File: config.mk
export PLATFORM = sky130hd
export DESIGN_NAME = sar_adc_control
export DESIGN_NICKNAME = d
export VERILOG_FILES = /design/src/pkg/adc_pkg.sv /design/src/pin_sampler.sv /design/src/sar_adc_control.sv
export VERILOG_INCLUDE_DIRS = /design/src /design/src/pkg
export SDC_FILE = /design/constraint.sdc
export NUM_CORES = 1
export LEC_CHECK = 0
export BUFFER_PORTS_ARGS = -buffer_cell sky130_fd_sc_hd__buf_2
export CAP_MARGIN = 10
export CORE_MARGIN = 10
export CORE_UTILIZATION = 50
export CTS_BUF_LIST = sky130_fd_sc_hd__clkbuf_4
export DETAILED_ROUTE_END_ITERATION = 12
export PLACE_DENSITY_LB_ADDON = 0.08
export RECOVER_POWER = 50
export SYNTH_ARGS = -nofsm -noshare
export SYNTH_HDL_FRONTEND = slang
export SYNTH_SLANG_ARGS = --single-unit
File: constraint.sdc
create_clock -name clk -period 4.9 [get_ports clk]
set_clock_uncertainty 0.2 [all_clocks]
set_input_delay 0.49 -clock clk [delete_from_list [all_inputs] [get_ports clk]]
set_output_delay 0.49 -clock clk [all_outputs]
set_load 0.03 [all_outputs]
File: src/pkg/adc_map.svh
// register map, field positions and timing counts of the converter control
`ifndef ADC_MAP_SVH
`define ADC_MAP_SVH

`define OFS_STATUS_CONTROL 8'h15
`define OFS_RESULT         8'h17
`define OFS_IRQ_STATUS     8'h18
`define OFS_IRQ_MASK       8'h19

`define BIT_DONE           7
`define BIT_RC             6
`define BIT_ON             5
`define CH_HI              3
`define CH_LO              0
`define IRQ_BIT_DONE       0

`define STATUS_RESET       8'h00
`define BYTE_ZERO          8'h00
`define BYTE_FULL          8'hFF
`define SAR_FIRST          8'h80
`define SAR_MSB_IDX        3'h7
`define SAR_LSB_IDX        3'h0
`define CH_RESET           4'h0

`define CH_EXT0            4'h0
`define CH_EXT1            4'h1
`define CH_HIGH            4'h8
`define CH_MID             4'h9
`define CH_LOW_FIRST       4'hA

`define SAMPLE_CYCLES      4'hC
`define SETTLE_TICKS       4'h4
`define CNT_ZERO           4'h0
`define CNT_ONE            4'h1

`endif

File: src/pkg/adc_pkg.sv
// types shared by the converter control, its checker and its bench
package adc_pkg;

   typedef enum logic [2:0] {
      src_none  = 3'b000,
      src_ext0  = 3'b001,
      src_ext1  = 3'b010,
      src_high  = 3'b011,
      src_mid   = 3'b100,
      src_low   = 3'b101
   } source_t;

   typedef enum logic [1:0] {
      st_off    = 2'b00,
      st_sample = 2'b01,
      st_trial  = 2'b10
   } conv_state_t;

   typedef struct packed {
      logic [7:0] addr;
      logic [7:0] wdata;
      logic       wr;
      logic       rd;
   } bus_req_t;

   typedef struct packed {
      source_t    source;
      logic       sample_switch;
      logic [7:0] dac_code;
      logic       rc_osc_enable;
      logic       converter_power_on;
   } analog_drive_t;

endpackage : adc_pkg

File: src/pin_sampler.sv
// three-stage sampler for asynchronous inputs of the converter
`timescale 1ns/1ps
`default_nettype none

module pin_sampler (
   input  wire logic       clk,
   input  wire logic       reset_n,
   input  wire logic [1:0] pin_in,
   output var  logic [1:0] stable
);

   logic [1:0] meta_r;
   logic [1:0] s2_r;
   logic [1:0] s3_r;
   logic [1:0] held_r;
   logic [1:0] held_nxt;

   // a change counts only once stages two and three agree
   always_comb begin
      held_nxt = held_r;
      for (int i = 0; i < 2; i++) begin
         if (s2_r[i] == s3_r[i]) begin
            held_nxt[i] = s3_r[i];
         end
      end
   end

   // agreed value passed on at once: a fourth stage would miss the settle window
   assign stable = held_nxt;

   always_ff @(posedge clk or negedge reset_n) begin
      if (!reset_n) begin
         meta_r <= 2'h0;
         s2_r   <= 2'h0;
         s3_r   <= 2'h0;
         held_r <= 2'h0;
      end else begin
         meta_r <= pin_in;
         s2_r   <= meta_r;
         s3_r   <= s2_r;
         held_r <= held_nxt;
      end
   end

endmodule : pin_sampler

`default_nettype wire

File: src/sar_adc_control.sv
// control logic of an 8-bit successive-approximation converter with register port
//
// Decided for this implementation: the strobed register port.
`timescale 1ns/1ps
`default_nettype none
`include "adc_map.svh"

module sar_adc_control
   import adc_pkg::*;
(
   input  wire logic                   clk,
   input  wire logic                   reset_n,
   input  wire adc_pkg::bus_req_t      bus_req,
   output var  logic [7:0]             rdata,
   output var  logic                   irq,
   input  wire logic                   cmp_above,
   input  wire logic                   rc_clk_pin,
   output var  adc_pkg::analog_drive_t analog
);

   // channel code to multiplexer source; reserved codes connect nothing
   function automatic source_t chan_source(input logic [3:0] ch);
      source_t s;
      s = src_none;
      if (ch == `CH_EXT0) begin
         s = src_ext0;
      end else if (ch == `CH_EXT1) begin
         s = src_ext1;
      end else if (ch == `CH_HIGH) begin
         s = src_high;
      end else if (ch == `CH_MID) begin
         s = src_mid;
      end else if (ch >= `CH_LOW_FIRST) begin
         s = src_low;
      end
      return s;
   endfunction : chan_source

   // one-hot weight of the bit under trial
   function automatic logic [7:0] trial_bit(input logic [2:0] idx);
      return 8'(8'h01 << idx);
   endfunction : trial_bit

   logic [1:0]  stable;
   logic        cmp_stable;
   logic        rc_stable;

   logic        rc_r;
   logic        rc_nxt;
   logic        on_r;
   logic        on_nxt;
   logic [3:0]  chan_r;
   logic [3:0]  chan_nxt;
   logic        done_r;
   logic        done_nxt;
   logic [7:0]  result_r;
   logic [7:0]  result_nxt;
   logic        irq_stat_r;
   logic        irq_stat_nxt;
   logic        irq_mask_r;
   logic        irq_mask_nxt;
   logic [7:0]  rdata_nxt;

   conv_state_t state_r;
   conv_state_t state_nxt;
   logic [7:0]  sar_r;
   logic [7:0]  sar_nxt;
   logic [2:0]  bit_r;
   logic [2:0]  bit_nxt;
   logic [3:0]  cnt_r;
   logic [3:0]  cnt_nxt;
   logic        rc_prev_r;
   logic        rc_prev_nxt;

   logic        wr_status;
   logic        rd_result;
   logic        conv_tick;
   logic        complete;
   logic [7:0]  decided;

   pin_sampler u_pin_sampler (
      .clk     (clk),
      .reset_n (reset_n),
      .pin_in  ({rc_clk_pin, cmp_above}),
      .stable  (stable)
   );

   assign cmp_stable = stable[0];
   assign rc_stable  = stable[1];

   assign wr_status = bus_req.wr && (bus_req.addr == `OFS_STATUS_CONTROL);
   assign rd_result = bus_req.rd && (bus_req.addr == `OFS_RESULT);

   // converter clock: every bus clock, or each rising RC edge
   assign conv_tick = rc_r ? (rc_stable && !rc_prev_r) : 1'b1;

   // comparator high keeps the trial bit; full scale keeps all
   assign decided = cmp_stable ? sar_r : (sar_r & ~trial_bit(bit_r));

   assign complete = (state_r == st_trial) && conv_tick && !wr_status
                     && (cnt_r == `SETTLE_TICKS - `CNT_ONE) && (bit_r == `SAR_LSB_IDX);

   // conversion sequencer
   always_comb begin
      state_nxt   = state_r;
      sar_nxt     = sar_r;
      bit_nxt     = bit_r;
      cnt_nxt     = cnt_r;
      rc_prev_nxt = rc_stable;
      result_nxt  = result_r;
      if (wr_status) begin
         // abort; restart on the newly selected channel only when ON is written as one
         cnt_nxt = `CNT_ZERO;
         sar_nxt = `BYTE_ZERO;
         bit_nxt = `SAR_MSB_IDX;
         if (bus_req.wdata[`BIT_ON]) begin
            state_nxt = st_sample;
         end else begin
            state_nxt = st_off;
         end
      end else begin
         case (state_r)
            st_off: begin
               cnt_nxt = `CNT_ZERO;
               if (on_r) begin
                  state_nxt = st_sample;
               end
            end
            st_sample: begin
               // sample window counts bus clocks whatever the clock source
               if (cnt_r == `SAMPLE_CYCLES - `CNT_ONE) begin
                  state_nxt = st_trial;
                  cnt_nxt   = `CNT_ZERO;
                  bit_nxt   = `SAR_MSB_IDX;
                  sar_nxt   = `SAR_FIRST;
               end else begin
                  cnt_nxt = cnt_r + `CNT_ONE;
               end
            end
            st_trial: begin
               // each step waits for the comparator to pass the sampler
               if (conv_tick) begin
                  if (cnt_r == `SETTLE_TICKS - `CNT_ONE) begin
                     cnt_nxt = `CNT_ZERO;
                     if (bit_r == `SAR_LSB_IDX) begin
                        result_nxt = decided;
                        sar_nxt    = `BYTE_ZERO;
                        state_nxt  = st_sample;
                     end else begin
                        sar_nxt = decided | trial_bit(bit_r - 3'h1);
                        bit_nxt = bit_r - 3'h1;
                     end
                  end else begin
                     cnt_nxt = cnt_r + `CNT_ONE;
                  end
               end
            end
            default: begin
               state_nxt = st_off;
               cnt_nxt   = `CNT_ZERO;
            end
         endcase
      end
   end

   always_ff @(posedge clk or negedge reset_n) begin
      if (!reset_n) begin
         state_r   <= st_off;
         sar_r     <= `BYTE_ZERO;
         bit_r     <= `SAR_MSB_IDX;
         cnt_r     <= `CNT_ZERO;
         rc_prev_r <= 1'b0;
         result_r  <= `BYTE_ZERO;
      end else begin
         state_r   <= state_nxt;
         sar_r     <= sar_nxt;
         bit_r     <= bit_nxt;
         cnt_r     <= cnt_nxt;
         rc_prev_r <= rc_prev_nxt;
         result_r  <= result_nxt;
      end
   end

   // register file and flags
   always_comb begin
      rc_nxt       = rc_r;
      on_nxt       = on_r;
      chan_nxt     = chan_r;
      done_nxt     = done_r;
      irq_stat_nxt = irq_stat_r;
      irq_mask_nxt = irq_mask_r;
      rdata_nxt    = `BYTE_ZERO;
      if (wr_status) begin
         rc_nxt   = bus_req.wdata[`BIT_RC];
         on_nxt   = bus_req.wdata[`BIT_ON];
         chan_nxt = bus_req.wdata[`CH_HI:`CH_LO];
         done_nxt = 1'b0;
      end
      if (rd_result) begin
         done_nxt = 1'b0;
      end
      if (bus_req.wr && (bus_req.addr == `OFS_IRQ_MASK)) begin
         irq_mask_nxt = bus_req.wdata[`IRQ_BIT_DONE];
      end
      if (bus_req.wr && (bus_req.addr == `OFS_IRQ_STATUS)
          && bus_req.wdata[`IRQ_BIT_DONE]) begin
         irq_stat_nxt = 1'b0;
      end
      // a completion beats a clear in the same cycle
      if (complete) begin
         done_nxt     = 1'b1;
         irq_stat_nxt = 1'b1;
      end
      if (bus_req.rd) begin
         case (bus_req.addr)
            `OFS_STATUS_CONTROL: begin
               rdata_nxt[`BIT_DONE]      = done_r;
               rdata_nxt[`BIT_RC]        = rc_r;
               rdata_nxt[`BIT_ON]        = on_r;
               rdata_nxt[`CH_HI:`CH_LO]  = chan_r;
            end
            `OFS_RESULT: begin
               rdata_nxt = result_r;
            end
            `OFS_IRQ_STATUS: begin
               rdata_nxt[`IRQ_BIT_DONE] = irq_stat_r;
            end
            `OFS_IRQ_MASK: begin
               rdata_nxt[`IRQ_BIT_DONE] = irq_mask_r;
            end
            default: begin
               rdata_nxt = `BYTE_ZERO;
            end
         endcase
      end
   end

   always_ff @(posedge clk or negedge reset_n) begin
      if (!reset_n) begin
         rc_r       <= 1'b0;
         on_r       <= 1'b0;
         chan_r     <= `CH_RESET;
         done_r     <= 1'b0;
         irq_stat_r <= 1'b0;
         irq_mask_r <= 1'b0;
         rdata      <= `BYTE_ZERO;
      end else begin
         rc_r       <= rc_nxt;
         on_r       <= on_nxt;
         chan_r     <= chan_nxt;
         done_r     <= done_nxt;
         irq_stat_r <= irq_stat_nxt;
         irq_mask_r <= irq_mask_nxt;
         rdata      <= rdata_nxt;
      end
   end

   assign irq = irq_stat_r && irq_mask_r;

   // analog front end: mux, sample switch, trial code, power
   always_comb begin
      analog.source             = chan_source(chan_r);
      analog.sample_switch      = (state_r == st_sample);
      analog.dac_code           = sar_r;
      // oscillator may run alone so it can settle before use
      analog.rc_osc_enable      = rc_r;
      analog.converter_power_on = on_r;
   end

endmodule : sar_adc_control

`default_nettype wire

==> results.cfg, run 1 <==
[detailed_routing]
via_per_inst = 5.45
vias = 1978
postRouteAntennaNets = 0
routed_wl_um = 5820
drtPass1Iterations = 4
wire_per_inst_um = 16.0
drcViolationCount = 0
first_iter_violations = 82

[power]
p_per_area_mw_per_mm2 = 350
p_leak_uw = 0.00141
ir_worst_vdd_v = 0.000232

[final_layout]
area_growth_pct = 12.1
multi_input_comb_area_mm2 = 0.00122
nets = 325
num_antenna_cells = 0
design_area_mm2 = 0.00291
fill_cells = 475
seqCellArea_mm2 = 0.00125
drive_gt1_share_pct = 22.9

[global_routing]
grt_pass1_wl_um = 9720
antenna_found_initial = 0
grt_pass1_vias = 1981
grt_max_degree = 51
grt_usage_pct = 13.8
grt-ovfl-total = 0

[worst_setup_path]
crit_path_end_kind = register
start_kind = register
crit_required_ns = 5.03
crit-reg2reg-launch = state_r[0]
crit_arrival_ns = 2.89
reg2regPathDepth = 6
critPathLaunch = state_r[0]
path_max_fanout = 11
critPathKind = register to register
rr_endpoint = sar_r[4]
crit_end = sar_r[4]
reg2reg_slack_ns = 2.14

[timing]
finalCriticalPeriod_ns = 2.76
slew_viol_final = 51
fin_setup_tns_ns = 0
relSlewSlack_pct = -74.2
worst_hold_slack_ns = 0.0931
finalHoldViolCount = 0
finalSetupViolCount = 0
finalCritPeriodShare_pct = 56.3
fmax_mhz = 362
worst_pin_slew_ns = 2.61
grt_setup_unrepaired = false

[synth]
postSynth.asyncResetShare_pct = 100
synth_area_leader_cell = dfrtp_1
syn_nets = 284
syn_avg_cell_area_um2 = 10.3
synth_top_area_share_pct = 45.3
synth.distinct_cells = 53
yosys-top-cells-count = 47 x dfrtp_1, 29 x nand2_1, 16 x inv_1, 15 x nor2_1, 12 x nor3_1
ys_ff_latch = 50
yosysSeqAreaShare_pct = 48.3
synth.most_common_cell = dfrtp_1
synth_area_mm2 = 0.00260
synth_cells = 251
yosys-top-cells-area = dfrtp_1 45%, ha_1 5.3%, nand2_1 4.2%, mux2_2 3.9%, mux2i_1 3.9%
synth_edf_count = 0
synth_warnings = 0
ys.flop_type = dfrtp_1

[clock_tree]
h-tree-depth = 2
cts_resized = 0
cts_buffers = 5
cts_tree = done
clock_sinks = 50
post-cts-setup-buffers = 0
clock_latency_ns = 0.38
hold_buffers = 0
clockBufferDepth = 2
cts_root_buffer = clkbuf_4
clk_pin_slew_worst_paths_ns = 0.15

[die]
start_util_pct = 51.2
die_h_um = 92.1
core-area_mm2 = 0.00507
dieArea_mm2 = 0.00848
ios = 45
die_w_um = 92.1
row_count = 26

[status]
violations = capacitance limit, slew limit
outcome = finished, violations left

[job]
max_cap_violations = 1

[worst_hold_path]
hold_path.class = primary input to register

[placed_design]
numPortBuffers = 42
gp_congestion = 0.796
placed_area_mm2 = 0.00284
dp_hpwl_um = 4160
[through the flow]
| stage | util [%] | power [uW] | setup WS [ns] | cells |
|---|---|---|---|---|
| final | 57.4 | 1020 | 2.14 | 363 |
| after global routing | 57.4 | 1090 | 1.82 | 363 |
| after CTS | 57.1 | 1030 | 2.15 | 361 |
| after detailed placement | 55.9 | 837 | 1.82 | 353 |
| after global placement | 55.9 | 834 | 1.84 | 353 |
| after floorplan | - | 740 | 2.48 | 251 |
[flip-flops by register name (all words and copies together), names as in the netlist, 2 cells and up]
name,flops
u_pin_sampler.meta_r,2
sar_r,8
u_pin_sampler.s2_r,2
chan_r,4
state_r,2
result_r,8
rdata,8
u_pin_sampler.s3_r,2
bit_r,3
cnt_r,4
[worst min path at each step]
stage,start,to,cells past startpoint
finish,bus_req[5],chan_r[3],3
global route,bus_req[4],chan_r[2],3
CTS,rc_clk_pin,u_pin_sampler.meta_r[1],1
detailed placement,u_pin_sampler.meta_r[0],u_pin_sampler.s2_r[0],0
global placement,u_pin_sampler.meta_r[1],u_pin_sampler.s2_r[1],0
floorplan,reset_n,chan_r[0],0
[worst max-delay path: stages (launching register included)]
cell       delay [ns]
dfrtp_1          0.43
inv_1            0.11
ha_1             0.40
or3b_4           0.44
a2111o_1         0.49
a2111oi_0        0.47
a221o_1          0.18
[cell usage in the layout, fill, tap and decap left out, drive strengths merged, types with 7 or more instances in the layout]
cell type | netlist | routed
a21oi | 7 | 7
buf | 6 | 40
clkbuf | 5 | 8
dfrtp | 47 | 47
ha | 11 | 11
inv | 16 | 16
mux2 | 9 | 9
mux2i | 10 | 10
nand2 | 29 | 29
nand3 | 8 | 8
nor2 | 15 | 15
nor3 | 12 | 12
o21ai | 10 | 10
[routing by layer]
layer	vias up	share of wire (%)	GRT usage [%]
met5	-	0	0
met4	0	1.0	3.73
met3	5	7.4	4.24
met2	49	44	21.4
met1	937	48	18.2
li1	987	-	-
[where the power goes]
part	switching [uW]	leakage, uW	total, uW	internal (uW)
logic	204	0.000741	328	124
registers	39.3	0.000638	500	461
clock network	136	0.0000312	192	56.1
[layout make-up]
| cell class | instances | share of cell area [%] |
|---|---|---|
| clock buffers | 5 | 1.29 |
| clock inverters | 3 | 0.731 |
| inverters | 16 | 2.06 |
| multi-input cells | 174 | 41.8 |
| flip-flops and latches | 50 | 43.1 |
| well taps | 70 | 3.01 |
| repair buffers | 45 | 8.04 |
[logic make-up (layout without fill, tap and decap cells)]
logic type	count (synthesis)	in the layout	share of synthesized area, %
buffers and inverters	27	69	4.82
and+or+nand+nor	88	88	17.0
DFF	50	50	48.3
muxes	19	19	7.76
xor gates and xnor gates	2	2	0.675
adders and majority gates	13	13	6.07
AOI/OAI and AO/OA	52	52	15.3
No activity file was read; power rests on OpenSTA's default activity.
==> inputs of run 2 (changes only) <==
==> constraint.sdc (replaced) <==
create_clock -name clk -period 2.7 [get_ports clk]
set_clock_uncertainty 0.2 [all_clocks]
set_input_delay 0.27 -clock clk [delete_from_list [all_inputs] [get_ports clk]]
set_output_delay 0.27 -clock clk [all_outputs]
set_load 0.03 [all_outputs]
==> run 2 against run 1 <==
The run now ends clean. Setup slack worse by 2.0 ns. Maximum frequency rose by 8.8%. Via count grew 6.1%. Cell count up 5.2%. Critical path depth stayed put. Combinational power increased by 92%. Core utilization increased by 3.2 points. Global-route usage rose by 1.4 points. Register-to-register slack got worse by 2.0 ns. Clock-buffer cell count unchanged.
==> results.cfg, run 2 (synthesized netlist as in run 1, its figures left out) <==
[final_layout]
fill_cells = 456
final_cells = 382
nets = 344
largestRegisters = rdata: 8 flops, result_r: 8 flops, sar_r: 8 flops
drive_gt1_share_pct = 24.7
final_cell_mix = 47 x dfrtp_1, 39 x buf_2, 29 x nand2_1
area_growth_pct = 18.5
num_antenna_cells = 0
final_common_cell = dfrtp_1

[timing]
fin_setup_tns_ns = 0
grt_setup_unrepaired = false
finalHoldViolCount = 0
worst_pin_slew_ns = 1.20
finalSetupViolCount = 0
finalCriticalPeriod_ns = 2.54
finalCritPeriodShare_pct = 94.0
fmax_mhz = 394
slew_viol_final = 0
worst_hold_slack_ns = 0.0821
relSlewSlack_pct = 19.8

[worst_setup_path]
crit-reg2reg-launch = state_r[1]
crit_arrival_ns = 2.66
crit_family = compound AO/OA/AOI/OAI gates
critPathKind = register to register
start_kind = register
crit_buf_inv = 1
crit_chain = inv_1, ha_1, or3b_4, a2111o_1, a2111oi_0, a221o_1
cpPeakStageDelay_ns = 0.50
reg2reg_slack_ns = 0.16
crit_path_end_kind = register
rr_endpoint = sar_r[5]
slowest_stage = a2111o_1
crit_required_ns = 2.82
path_max_fanout = 9
reg2regPathDepth = 6

[power]
p_leak_uw = 0.00150
ir_worst_vdd_v = 0.000389
p_per_area_mw_per_mm2 = 611

[job]
max_cap_violations = 0

[clock_tree]
clockBufferDepth = 2
h-tree-depth = 2
clock_sinks = 50
cts_buffers = 5
post-cts-setup-buffers = 0
cts_root_buffer = clkbuf_4
cts_tree = done
clock_latency_ns = 0.38
clk_pin_slew_worst_paths_ns = 0.15

[detailed_routing]
drcViolationCount = 0
first_iter_violations = 76
routed_wl_um = 6090
via_per_inst = 5.49
drtPass1Iterations = 4
postRouteAntennaNets = 0
vias = 2099
wire_per_inst_um = 15.9

[placed_design]
gp_congestion = 0.812
dp_hpwl_um = 4490
numPortBuffers = 42
dpl.cell_count = 363

[worst_hold_path]
hold_depth = 5
hold_path.class = primary input to register
hp-start = bus_req[11]
min_to = irq_stat_r

[die]
ios = 45
dieArea_mm2 = 0.00848
die_h_um = 92.1
core-area_mm2 = 0.00507
start_util_pct = 51.2
die_w_um = 92.1
row_count = 26

[global_routing]
grt_pass1_wl_um = 10700
antenna_found_initial = 0
grt_pass1_vias = 2164
grt_usage_pct = 15.2
grt_max_degree = 51
grt-ovfl-total = 0

[status]
outcome = finished, final reports clean
==> run 2: power breakdown <==
| part | internal [uW] | leakage, uW | switching (uW) |
|---|---|---|---|
| clock network | 97.4 | 0.0000286 | 249 |
| registers | 837 | 0.000638 | 68.6 |
| logic | 245 | 0.000831 | 384 |
==> run 2: worst max-delay path by stage <==
stage | end | cells after the start | from | slack [ns]
after global placement | sar_r[4] | 6 | state_r[1] | 0.24
final | sar_r[5] | 6 | state_r[1] | 0.16
after CTS | sar_r[4] | 6 | state_r[1] | 0.15
after global routing | sar_r[5] | 6 | state_r[1] | 0.03
after detailed placement | sar_r[5] | 6 | state_r[1] | 0.21
after floorplan | sar_r[4] | 6 | state_r[1] | 0.28
==> run 2: final cells by class <==
type / instances / area (um^2) / share of cell area, %
Tap cell: 70 / 87.6 / 2.85
Inverter: 16 / 60.1 / 1.95
Sequential cell: 50 / 1250 / 40.8
Timing Repair Buffer: 64 / 397 / 12.9
Clock buffer: 5 / 37.5 / 1.22
Multi-Input combinational cell: 174 / 1220 / 39.7
Clock inverter: 3 / 16.3 / 0.529
==> run 2: per-stage QoR <==
stage | worst slack (ns) | utilization, % | total power [uW] | instance area [um^2]
floorplan | 0.279 | - | 1340 | 2600
global placement | 0.235 | 57.4 | 1530 | 2910
detailed placement | 0.212 | 57.4 | 1540 | 2910
CTS | 0.150 | 60.6 | 1900 | 3080
global route | 0.0255 | 60.6 | 2020 | 3080
finish | 0.162 | 60.6 | 1880 | 3080
==> run 2: tightest hold or removal path, stage by stage <==
cell     delay [ns]
buf_2          0.09
nor2b_1        0.06
nand2_1        0.08
o41ai_1        0.07
nand2_1        0.06
==> run 2: timing repair <==
action | in CTS | in global routing
endpoints found under the hold margin | 59 | 0
gates resized for setup | 0 | 2
setup endpoints to repair | 0 | 1
hold buffers | 11 | 0
==> run 2: routing by layer <==
metal / global-route usage (%) / part of all wire [%] / vias to the layer above
li1: - / - / 1019
met1: 19.2 / 45 / 1013
met2: 24.0 / 47 / 61
met3: 5.05 / 6.9 / 6
met4: 5.14 / 1.1 / 0
met5: 0 / 0 / -
